File: src/design/eee_pkg.sv
package eee_pkg;
    // ------------------------------------------------------------------
    // Register offsets (byte addresses on the host register port)
    // ------------------------------------------------------------------
    localparam logic [7:0] EEE_OFF_RECOVERY = 8'hF2;
    localparam logic [7:0] EEE_OFF_NP_CTRL = 8'hF3;
    localparam logic [7:0] EEE_OFF_WAIT_LO = 8'hF4;
    localparam logic [7:0] EEE_OFF_WAIT_HI = 8'hF5;
    localparam logic [7:0] EEE_OFF_THRESH = 8'hF6;
    localparam logic [7:0] EEE_OFF_THRESH_HI = 8'hF7;
    localparam logic [7:0] EEE_OFF_STATUS_HI = 8'hF1;
    // ------------------------------------------------------------------
    // Reset values and field positions
    // ------------------------------------------------------------------
    localparam logic [7:0] EEE_RST_RECOVERY = 8'h27;
    localparam logic [15:0] EEE_RST_WAIT = 16'h03E8;
    localparam logic [7:0] EEE_RST_THRESH = 8'h04;
    localparam logic [7:0] EEE_RST_NP_CTRL = 8'h02;
    localparam int EEE_NP_P2_BIT = 1;
    localparam int EEE_NP_P1_BIT = 0;
    localparam logic [7:0] EEE_NP_RW_MASK = 8'hC3;
    localparam int EEE_HW_EN_BIT = 6; // Bit 14 of 16-bit status, high byte
    // ------------------------------------------------------------------
    // Timing
    // ------------------------------------------------------------------
    localparam int EEE_CLK_HZ = 40_000_000;
    localparam int EEE_RECOVERY_UNIT_NS = 640;
    localparam int EEE_RECOVERY_UNIT_CYC =
        (EEE_RECOVERY_UNIT_NS * (EEE_CLK_HZ / 1_000_000) + 999) / 1000;
    localparam int EEE_WAIT_UNIT_US = 1300;
    localparam int EEE_WAIT_UNIT_CYC =
        EEE_WAIT_UNIT_US * (EEE_CLK_HZ / 1_000_000);
    localparam int EEE_THRESH_UNIT_BYTES = 128;
    localparam int EEE_NUM_PORTS = 3;
endpackage

File: src/design/eee_port_idle.sv
`timescale 1ns/1ps
// One port's empty-queue idle timer
module eee_port_idle
    import eee_pkg::*;
#(
    parameter int TICK_W = 16
) (
    input wire logic clk_i,
    input wire logic reset_n_i,
    input wire logic tick_i,
    input wire logic enable_i,
    input wire logic queue_empty_i,
    input wire logic [TICK_W-1:0] wait_time_i,
    output logic lpi_req_o
);
    typedef struct packed {
        logic [TICK_W:0] count;
        logic req;
    } eee_idle_st_t;

    eee_idle_st_t st;
    eee_idle_st_t next_st;

    // --------------------------------------------------------------
    // Idle interval counting
    // --------------------------------------------------------------
    always_comb begin
        next_st = st;
        if (!enable_i || !queue_empty_i) begin
            next_st.count = '0;
            next_st.req = 1'b0;
        end else if (tick_i && !st.req) begin
            // Exceeds means strictly longer than the setting
            if (st.count > {1'b0, wait_time_i}) begin
                next_st.req = 1'b1;
            end else begin
                next_st.count = st.count + 1'b1;
            end
        end
    end

    always_ff @(posedge clk_i or negedge reset_n_i) begin
        if (!reset_n_i) begin
            st <= '0;
        end else begin
            st <= next_st;
        end
    end

    assign lpi_req_o = st.req;
endmodule // eee_port_idle

File: src/design/eee_lpi_timing_control.sv
`timescale 1ns/1ps
module eee_lpi_timing_control
    import eee_pkg::*;
#(
    parameter int WAIT_UNIT_CYC = EEE_WAIT_UNIT_CYC,
    parameter int RECOV_UNIT_CYC = EEE_RECOVERY_UNIT_CYC,
    parameter int LOAD_W = 16
) (
    input wire logic clk_i,
    input wire logic reset_n_i,
    // Host register port
    input wire logic reg_wr_i,
    input wire logic reg_rd_i,
    input wire logic [7:0] reg_addr_i,
    input wire logic [7:0] reg_wdata_i,
    output logic [7:0] reg_rdata_o,
    // Auto-negotiation / PHY side
    input wire logic eee_hw_enabled_i,
    output logic p1_next_page_en_o,
    output logic p2_next_page_en_o,
    input wire logic p2_lpi_exit_i,
    output logic p2_tx_hold_o,
    // Queue and buffer state, one entry per port; lpi_terminate_o is one shared bit
    input wire logic [EEE_NUM_PORTS-1:0] transmit_queue_empty_i,
    input wire logic [EEE_NUM_PORTS*LOAD_W-1:0] buffer_load_i,
    output logic [EEE_NUM_PORTS-1:0] lpi_req_o,
    output logic lpi_terminate_o
);
    // Divider widths follow the unit lengths in cycles
    localparam int WU_W = $clog2(WAIT_UNIT_CYC + 1);
    localparam int RU_W = $clog2(RECOV_UNIT_CYC + 1);

    // All state in one record; the comb process builds its successor
    typedef struct packed {
        logic [7:0] recovery;
        logic [7:0] np_ctrl;
        logic [15:0] wait_time;
        logic [7:0] thresh;
        logic [WU_W-1:0] wait_div;
        logic [RU_W-1:0] rec_div;
        logic [7:0] rec_count;
        logic hold;
        logic terminate;
        logic [7:0] rdata;
    } eee_ctl_st_t;

    eee_ctl_st_t st;
    eee_ctl_st_t next_st;
    logic wait_tick;
    logic rec_unit_end;
    logic [7:0] status_hi;
    logic [EEE_NUM_PORTS-1:0] over;

    // --------------------------------------------------------------
    // Per-port buffer load compare
    // --------------------------------------------------------------
    // Load counted in bytes; threshold scaled by the 128-byte unit
    genvar gi;
    generate
        for (gi = 0; gi < EEE_NUM_PORTS; gi++) begin : g_port
            logic [LOAD_W+7:0] limit;
            // Widened so 255 units of 128 bytes cannot wrap
            assign limit = (LOAD_W + 8)'(st.thresh) *
                (LOAD_W + 8)'(EEE_THRESH_UNIT_BYTES);
            assign over[gi] = (LOAD_W + 8)'(
                buffer_load_i[gi*LOAD_W +: LOAD_W]) > limit;
            // One idle timer per port, all fed one tick and one setting
            eee_port_idle #(
                .TICK_W(16)
            ) u_idle (
                .clk_i(clk_i),
                .reset_n_i(reset_n_i),
                .tick_i(wait_tick),
                .enable_i(eee_hw_enabled_i),
                .queue_empty_i(transmit_queue_empty_i[gi]),
                .wait_time_i(st.wait_time),
                .lpi_req_o(lpi_req_o[gi])
            );
        end
    endgenerate

    // --------------------------------------------------------------
    // Shared strobes and status byte
    // --------------------------------------------------------------
    // One divider feeds all three idle timers, so one wait setting
    // means the same interval on every port
    assign wait_tick = (st.wait_div == WU_W'(WAIT_UNIT_CYC - 1));
    // Last cycle of a recovery unit while the hold runs
    assign rec_unit_end = st.hold &&
        (st.rec_div == RU_W'(RECOV_UNIT_CYC - 1));
    // Only the hardware EEE enable is kept; the other status bits of
    // this byte belong to the PCS and read zero here
    assign status_hi = 8'(eee_hw_enabled_i) << EEE_HW_EN_BIT;

    // --------------------------------------------------------------
    // Registers, dividers and recovery hold
    // --------------------------------------------------------------
    // Next state of the whole record; every field defaults to its
    // present value, so each branch names only what it changes
    always_comb begin
        next_st = st;
        // Shared 1.3 ms divider, free running from reset
        next_st.wait_div = wait_tick ? '0 : st.wait_div + 1'b1;
        // Registered so a one-cycle load spike still ends LPI cleanly
        next_st.terminate = |over;
        // Recovery hold after LPI exit on port 2
        if (p2_lpi_exit_i) begin
            // A fresh exit restarts the wait from the full count
            next_st.hold = (st.recovery != 8'h00);
            next_st.rec_count = st.recovery;
            next_st.rec_div = '0;
        end else if (rec_unit_end) begin
            // One 640 ns unit is over
            next_st.rec_div = '0;
            next_st.rec_count = st.rec_count - 8'h01;
            if (st.rec_count == 8'h01) begin
                next_st.hold = 1'b0;
            end
        end else if (st.hold) begin
            next_st.rec_div = st.rec_div + 1'b1;
        end
        // Register writes; read-only and unmapped offsets are ignored
        if (reg_wr_i) begin
            case (reg_addr_i)
                EEE_OFF_RECOVERY: begin
                    // Count is taken at the next exit, not mid-hold
                    next_st.recovery = reg_wdata_i;
                end
                EEE_OFF_NP_CTRL: begin
                    // Bits 5:2 are read-only zero
                    next_st.np_ctrl = reg_wdata_i & EEE_NP_RW_MASK;
                end
                EEE_OFF_WAIT_LO: begin
                    // Bytes land one at a time; a timer may briefly see a
                    // mixed value, so change it while the queues are busy
                    next_st.wait_time[7:0] = reg_wdata_i;
                end
                EEE_OFF_WAIT_HI: begin
                    next_st.wait_time[15:8] = reg_wdata_i;
                end
                EEE_OFF_THRESH: begin
                    next_st.thresh = reg_wdata_i;
                end
                default: begin
                    // Threshold high byte is reserved and keeps zero
                end
            endcase
        end
        // Registered read data; unmapped offsets read zero
        if (reg_rd_i) begin
            case (reg_addr_i)
                EEE_OFF_STATUS_HI: begin
                    next_st.rdata = status_hi;
                end
                EEE_OFF_RECOVERY: begin
                    next_st.rdata = st.recovery;
                end
                EEE_OFF_NP_CTRL: begin
                    next_st.rdata = st.np_ctrl;
                end
                EEE_OFF_WAIT_LO: begin
                    next_st.rdata = st.wait_time[7:0];
                end
                EEE_OFF_WAIT_HI: begin
                    next_st.rdata = st.wait_time[15:8];
                end
                EEE_OFF_THRESH: begin
                    next_st.rdata = st.thresh;
                end
                EEE_OFF_THRESH_HI: begin
                    next_st.rdata = 8'h00;
                end
                default: begin
                    next_st.rdata = 8'h00;
                end
            endcase
        end
    end

    // --------------------------------------------------------------
    // State register
    // --------------------------------------------------------------
    // Reset loads constants only; everything else starts at zero
    always_ff @(posedge clk_i or negedge reset_n_i) begin
        if (!reset_n_i) begin
            // Clear all, then the non-zero register reset values
            st <= '0;
            st.recovery <= EEE_RST_RECOVERY;
            st.np_ctrl <= EEE_RST_NP_CTRL;
            st.wait_time <= EEE_RST_WAIT;
            st.thresh <= EEE_RST_THRESH;
        end else begin
            st <= next_st;
        end
    end

    // --------------------------------------------------------------
    // Outputs
    // --------------------------------------------------------------
    // Enables follow the register from the cycle after the write, even mid-link
    assign p2_next_page_en_o = st.np_ctrl[EEE_NP_P2_BIT];
    assign p1_next_page_en_o = st.np_ctrl[EEE_NP_P1_BIT];
    // Flop outputs, so the MAC and the ports see no decode glitches
    assign p2_tx_hold_o = st.hold;
    assign lpi_terminate_o = st.terminate;
    // Read data stands until the next read strobe
    assign reg_rdata_o = st.rdata;
endmodule // eee_lpi_timing_control

File: config.mk
export PLATFORM = sky130hd
export DESIGN_NAME = eee_lpi_timing_control
export DESIGN_NICKNAME = d
export VERILOG_FILES = /design/src/design/eee_pkg.sv /design/src/design/eee_port_idle.sv /design/src/design/eee_lpi_timing_control.sv
export SDC_FILE = /design/constraint.sdc
export NUM_CORES = 1
export LEC_CHECK = 0
export ABC_AREA = 1
export BUFFER_PORTS_ARGS = -buffer_cell sky130_fd_sc_hd__buf_2
export CORE_ASPECT_RATIO = 1.4
export CORE_MARGIN = 1.5
export CORE_UTILIZATION = 42
export CTS_BUF_LIST = sky130_fd_sc_hd__clkbuf_4
export CTS_CLUSTER_SIZE = 25
export DETAILED_ROUTE_END_ITERATION = 7
export PLACE_DENSITY_LB_ADDON = 0.1
export SLEW_MARGIN = 20
export SYNTH_ARGS = -nofsm -noshare
export SYNTH_HDL_FRONTEND = slang
export SYNTH_SLANG_ARGS = --single-unit
File: constraint.sdc
create_clock -name clk_i -period 2.22 [get_ports clk_i]
set_clock_uncertainty 0.1 [all_clocks]
set_input_delay 0.111 -clock clk_i [delete_from_list [all_inputs] [get_ports clk_i]]
set_output_delay 0.111 -clock clk_i [all_outputs]
set_load 0.01 [all_outputs]
# Word level (Yosys, flattened, before mapping)
# Index checks and enable logic that the tools add are counted.
dict set report word_totals {
  reg_bits 129
  latchBits 0
  ram_bits 0
  rom_bits 0
  out_inout_bits 15
  mem_count 0
}
dict set report classes {
  add_sub_neg 6
  n_mul 0
  n_div 0
  n_lt_le_gt_ge 6
  n_eq_ne 12
  shift 0
  muxes 19
  n_bitwise 0
  reduce_logical 37
}
# op n
set ops {}
lappend ops {{18-bit two-way mux} 6}
lappend ops {{17-bit by 1-bit adder with 17-bit output (second input constant)} 3}
lappend ops {{17-bit by 16-bit > comparator with 1-bit output} 3}
lappend ops {{17-bit two-way mux} 3}
lappend ops {{8-bit == test (second input constant)} 6}
lappend ops {{16-bit by 15-bit > comparator with 1-bit output} 3}
lappend ops {{8-bit case mux with 6 select lines} 1}
lappend ops {{2-bit AND reduction} 12}
lappend ops {{16-bit by 1-bit adder with 16-bit output (second input constant)} 1}
lappend ops {{16-bit == test (second input constant)} 1}
lappend ops {{16-bit two-way mux} 1}
lappend ops {{2-bit nonzero test} 8}
lappend ops {{14-bit two-way mux} 1}
lappend ops {{5-bit two-way mux} 2}
lappend ops {{9-bit two-way mux} 1}
lappend ops {{8-bit by 1-bit == test with 1-bit output (second input constant)} 1}
lappend ops {{8-bit nonzero test} 1}
lappend ops {{8-bit by 1-bit subtractor with 8-bit output (second input constant)} 1}
lappend ops {{1-bit logical NOT} 7}
lappend ops {{2-bit by 1-bit != test with 1-bit output (second input constant)} 3}
lappend ops {{5-bit by 1-bit adder with 5-bit output (second input constant)} 1}
lappend ops {{5-bit == test (second input constant)} 1}
lappend ops {{1-bit logical AND} 4}
lappend ops {{1-bit two-way mux} 4}
lappend ops {{other kinds (3)} 5}

# Logic depth before layout (Yosys ltp)
dict set report depth {
  word_depth 4
  ltp_mapped 15
  mapped_depth_nobuf 14
}

# Hierarchy
# A second synthesis with hierarchy kept.
dict set report unflattened {
  cells_unflattened 1298
  area_unflattened_um2 9532.9
}
# module n_inst cells_per_inst area_per_inst_um2 seq_area_each_um2
set modules_own_cells {}
lappend modules_own_cells {eee_port_idle 3 239 1625.3 450.4}
lappend modules_own_cells {eee_lpi_timing_control 1 581 4657.0 1891.8}

# Worst setup path before layout
# OpenSTA, ideal clock, no wires.
dict set report synth_path {
  kind {flip-flop to flip-flop}
  startpoint {register st[55] (netlist bit)}
  endpoint {register g_port[1].u_idle.st[10] (netlist bit)}
  setup_ns 0.065
  arrival_time_ns 1.850
  slack_ns 0.204
  stages_incl_launch_ff 14
  n_path_buf 1
  period_less_slack_ns 2.016
  cell_sequence {dfstp_2 inv_1 ha_1 nand2_1 nor2_1 nand3_1 nor2_1 nor2_1 nand2_1 nand3_2 nand2_4 buf_6 nand2_1 nand2_1}
}
dict set report synth_between {
  elab_chain_len 3
}
# item line_no
set synth_rtl {}
lappend synth_rtl {{from (decl)} eee_lpi_timing_control.sv:47} ;# eee_ctl_st_t st;
lappend synth_rtl {{from (signal assigned)} eee_lpi_timing_control.sv:193} ;# st <= next_st;
lappend synth_rtl {{17-bit by 16-bit > comparator with 1-bit output} eee_port_idle.sv:34} ;# if (st.count > {1'b0, wait_time_i}) begin
lappend synth_rtl {{2-bit by 1-bit != test with 1-bit output (no source line)} -}
lappend synth_rtl {{2-bit AND reduction (no source line)} -}
lappend synth_rtl {{to (signal assigned)} eee_port_idle.sv:46} ;# st <= next_st;
lappend synth_rtl {{to (decl)} eee_port_idle.sv:21} ;# eee_idle_st_t st;
# Every way passes these cells.
# A chain may end at the register's enable or synchronous reset.

# Worst setup path after layout
dict set report layout_path {
  startpoint {register st[55] (netlist bit)}
  endpoint {register g_port[1].u_idle.st[1] (netlist bit)}
}
# Same word-level chain as after synthesis.

==> results.json <==
{
  "io_buffers": 87,
  "fp.dieW_um": 126.7,
  "power_leakage_nw": 5.759,
  "finalSetupViolCount": 0,
  "drv_slew": 0,
  "initial_core_util_pct": 42.58,
  "required_ns": 2.61,
  "ys_seq_area_share_pct": 36.05,
  "peakVddDrop_uv": 279.0,
  "worstPathArrival_ns": 2.55,
  "syn_to_final_growth_pct": 25.49,
  "postRouteAntennaNets": 0,
  "place_hpwl_um": 19430,
  "drc": 0,
  "period_minus_slack_ns": 2.159,
  "die_y_um": 176.2,
  "relSlewSlack_pct": 67.53,
  "cts_max_level": 4,
  "synth_common_cells": "357 x nand2_1, 141 x inv_1, 117 x dfrtp_1, 116 x nor2_1, 80 x ha_1",
  "root_buffer": "clkbuf_4",
  "wl_per_cell_um": 15.45,
  "path_max_fanout": 6,
  "regToRegSetupSlack_ns": 0.06,
  "max_freq_mhz": 463.1,
  "num_rows": 63,
  "dpl-instance-area_sq_um": 10080,
  "multi_input_area_sq_um": 5333,
  "syn_avg_cell_area_sq_um": 7.435,
  "grt_pass1_vias": 8236,
  "hold_viol": 0,
  "cts_inserted_buffers": 17,
  "dp_cells": 1593,
  "grt_pass1_wl_um": 41380,
  "die_area_sq_um": 22320,
  "ys_ff_latch": 129,
  "async_flop_share_pct": 100.0,
  "viasPerCell": 5.036,
  "synth_top_area_share_pct": 32.55,
  "tritoncts": "yes",
  "grt_max_degree": 45,
  "synth_warnings": 0,
  "rsz0062_at_grt": "yes",
  "netlist_top_cells_area": "dfrtp_1 33%, nand2_1 15%, ha_1 11%, inv_1 5.9%, nor2_1 4.8%",
  "drt_iter0_drc": 426,
  "synth_most_common_cell": "nand2_1",
  "synthesis.nets": 1363,
  "fin_util_pct": 53.44,
  "synthCells": 1210,
  "setup.worst_path.end_class": "flip-flop",
  "cp-start-kind": "flip-flop",
  "wirelength_um": 25970,
  "stdcell_area_sq_um": 11290,
  "track_usage_pct": 23.82,
  "grt_antenna_before_repair": 1,
  "core_area_sq_um": 21130,
  "cts_sinks": 129,
  "yosys.area.top_type": "dfrtp_1",
  "regArea_sq_um": 3244,
  "clockBufferDepth": 2,
  "final_nets": 1560,
  "fillers": 2089,
  "drtPass1Iterations": 6,
  "drive_above_1_share_pct": 20.56,
  "hold_path_class": "input pin to flip-flop",
  "fin_crit_sh_pct": 97.27,
  "clk_latency_ns": 0.56,
  "syn_area_sq_um": 8996,
  "cap_violations": 0,
  "final_cells": 1681,
  "routabilityCongestion": 0.8705,
  "synth_cell_types": 39,
  "ios": 88,
  "dr_total_vias": 8466,
  "critPathKind": "flip-flop to flip-flop",
  "synth_edf_count": 0,
  "overflow": 0,
  "worst_pin_slew_ns": 0.4859,
  "clk_pin_slew_ns": 0.12,
  "power_density_nw_per_um2": 491.3,
  "status": "finished, final reports clean",
  "synth-main-ff-cell": "dfrtp_1"
}
registers in the layout, summed over array words and instances, names as in the netlist:
name,flops
g_port.u_idle.lpi_req_o,3
g_port.u_idle.st,51
lpi_terminate_o,1
p1_next_page_en_o,1
p2_next_page_en_o,1
p2_tx_hold_o,1
reg_rdata_o,8
st,63
where the power goes:
group / switching (mW) / internal (mW)
clock network: 1.02 / 0.910
logic: 0.669 / 0.472
registers: 0.0592 / 2.42
total: 1.75 / 3.80
path summary, 6_finish.rpt:
kind / from / to / depth (start not counted)
max: st[55]$_DFFE_PN1P_ / g_port[1].u_idle.st[1]$_DFFE_PN0P_ / 12
min: reg_addr_i[0] / reg_rdata_o[6]$_DFFE_PN0P_ / 5
max reg2reg: st[55]$_DFFE_PN1P_ / g_port[1].u_idle.st[1]$_DFFE_PN0P_ / 12
min reg2reg: st[23]$_DFF_PN0_ / st[23]$_DFF_PN0_ / 1
max in group asynchronous: reset_n_i / st[56]$_DFFE_PN1P_ / 4
min in group asynchronous: reset_n_i / g_port[0].u_idle.st[13]$_DFFE_PN0P_ / 4
layer usage:
metal | global-route usage (%) | up-vias | part of all wire, %
li1 | - | 4338 | -
met3 | 3.091 | 37 | 2.4
met5 | 0 | - | 0
met2 | 43.51 | 129 | 52
met4 | 8.712 | 0 | 2.5
met1 | 28.52 | 3962 | 43
worst max-delay path, stage by stage (launching register included):
cell and delay, ns:
dfstp_2 0.56, inv_2 0.09, ha_4 0.28, nand2_2 0.07, nor2_2 0.14, nand3_1 0.08
nor2_1 0.12, nor2_1 0.07, nand2_2 0.11, nand3_4 0.20, nand2_8 0.17, nand2_1 0.06
nand2_1 0.05
per-stage QoR:
stage               power (mW)  worst slack (ns)  TNS [ns]  hold WS, ns
detailed placement       3.434          -0.04181   -0.4866     -0.01892
floorplan                3.052            0.2042         0      -0.2846
global placement         3.426          0.004507         0     -0.02279
global route             5.839          -0.08523    -1.355      0.04432
CTS                      5.454           0.01519         0     0.008635
finish                   5.547           0.06064         0      0.05857
cell type report:
cell class	count	area share, %
clock inverter	15	1.829
antenna	1	0.02217
multi-input combinational	910	47.23
clock buffer	17	1.130
tap	260	2.882
timing repair buffer	203	13.29
sequential	129	28.74
inverter	146	4.876
cells in the final DEF (no fill, tap or decap), types with 4 or more instances in the layout:
master and instances:
a21o_1 5, a21oi_1 33, buf_12 4, buf_2 86, buf_4 66, buf_6 5, bufinv_16 4, clkbuf_4 17
dfrtp_1 116, dfstp_2 12, dlygate4sd3_1 41, ha_1 72, ha_4 8, inv_1 126, inv_2 18, inv_6 5
nand2_1 346, nand2_2 19, nand2_8 5, nand3_1 76, nand3_4 4, nand4_1 45, nor2_1 109, nor2_2 6
nor2_4 8, nor3_1 15, nor4_1 10, o211ai_1 4, o21ai_0 47, o21ai_1 7, o221ai_1 6, o22ai_1 5
xnor2_1 12, xor2_1 41
logic make-up after synthesis:
kind of cell | after synthesis | synth area share, %
XOR/XNOR | 53 | 5.160
adder cells (fa/ha/maj) | 80 | 11.13
AO/OA/AOI/OAI | 114 | 7.371
buffers and inverters | 175 | 8.220
AND/OR/NAND/NOR | 659 | 32.07
flip-flops | 129 | 36.05
timing repair:
item | in CTS | in global routing
hold buffers | 42 | 0
endpoints found under the setup margin | 32 | 54
pin swaps | 1 | 19
buffers inserted | 0 | 9
gates resized for setup | 4 | 64
cloned | 1 | 3
endpoints found under the hold margin | 196 | 0
Note: power is estimated with default switching activity, not from simulation.
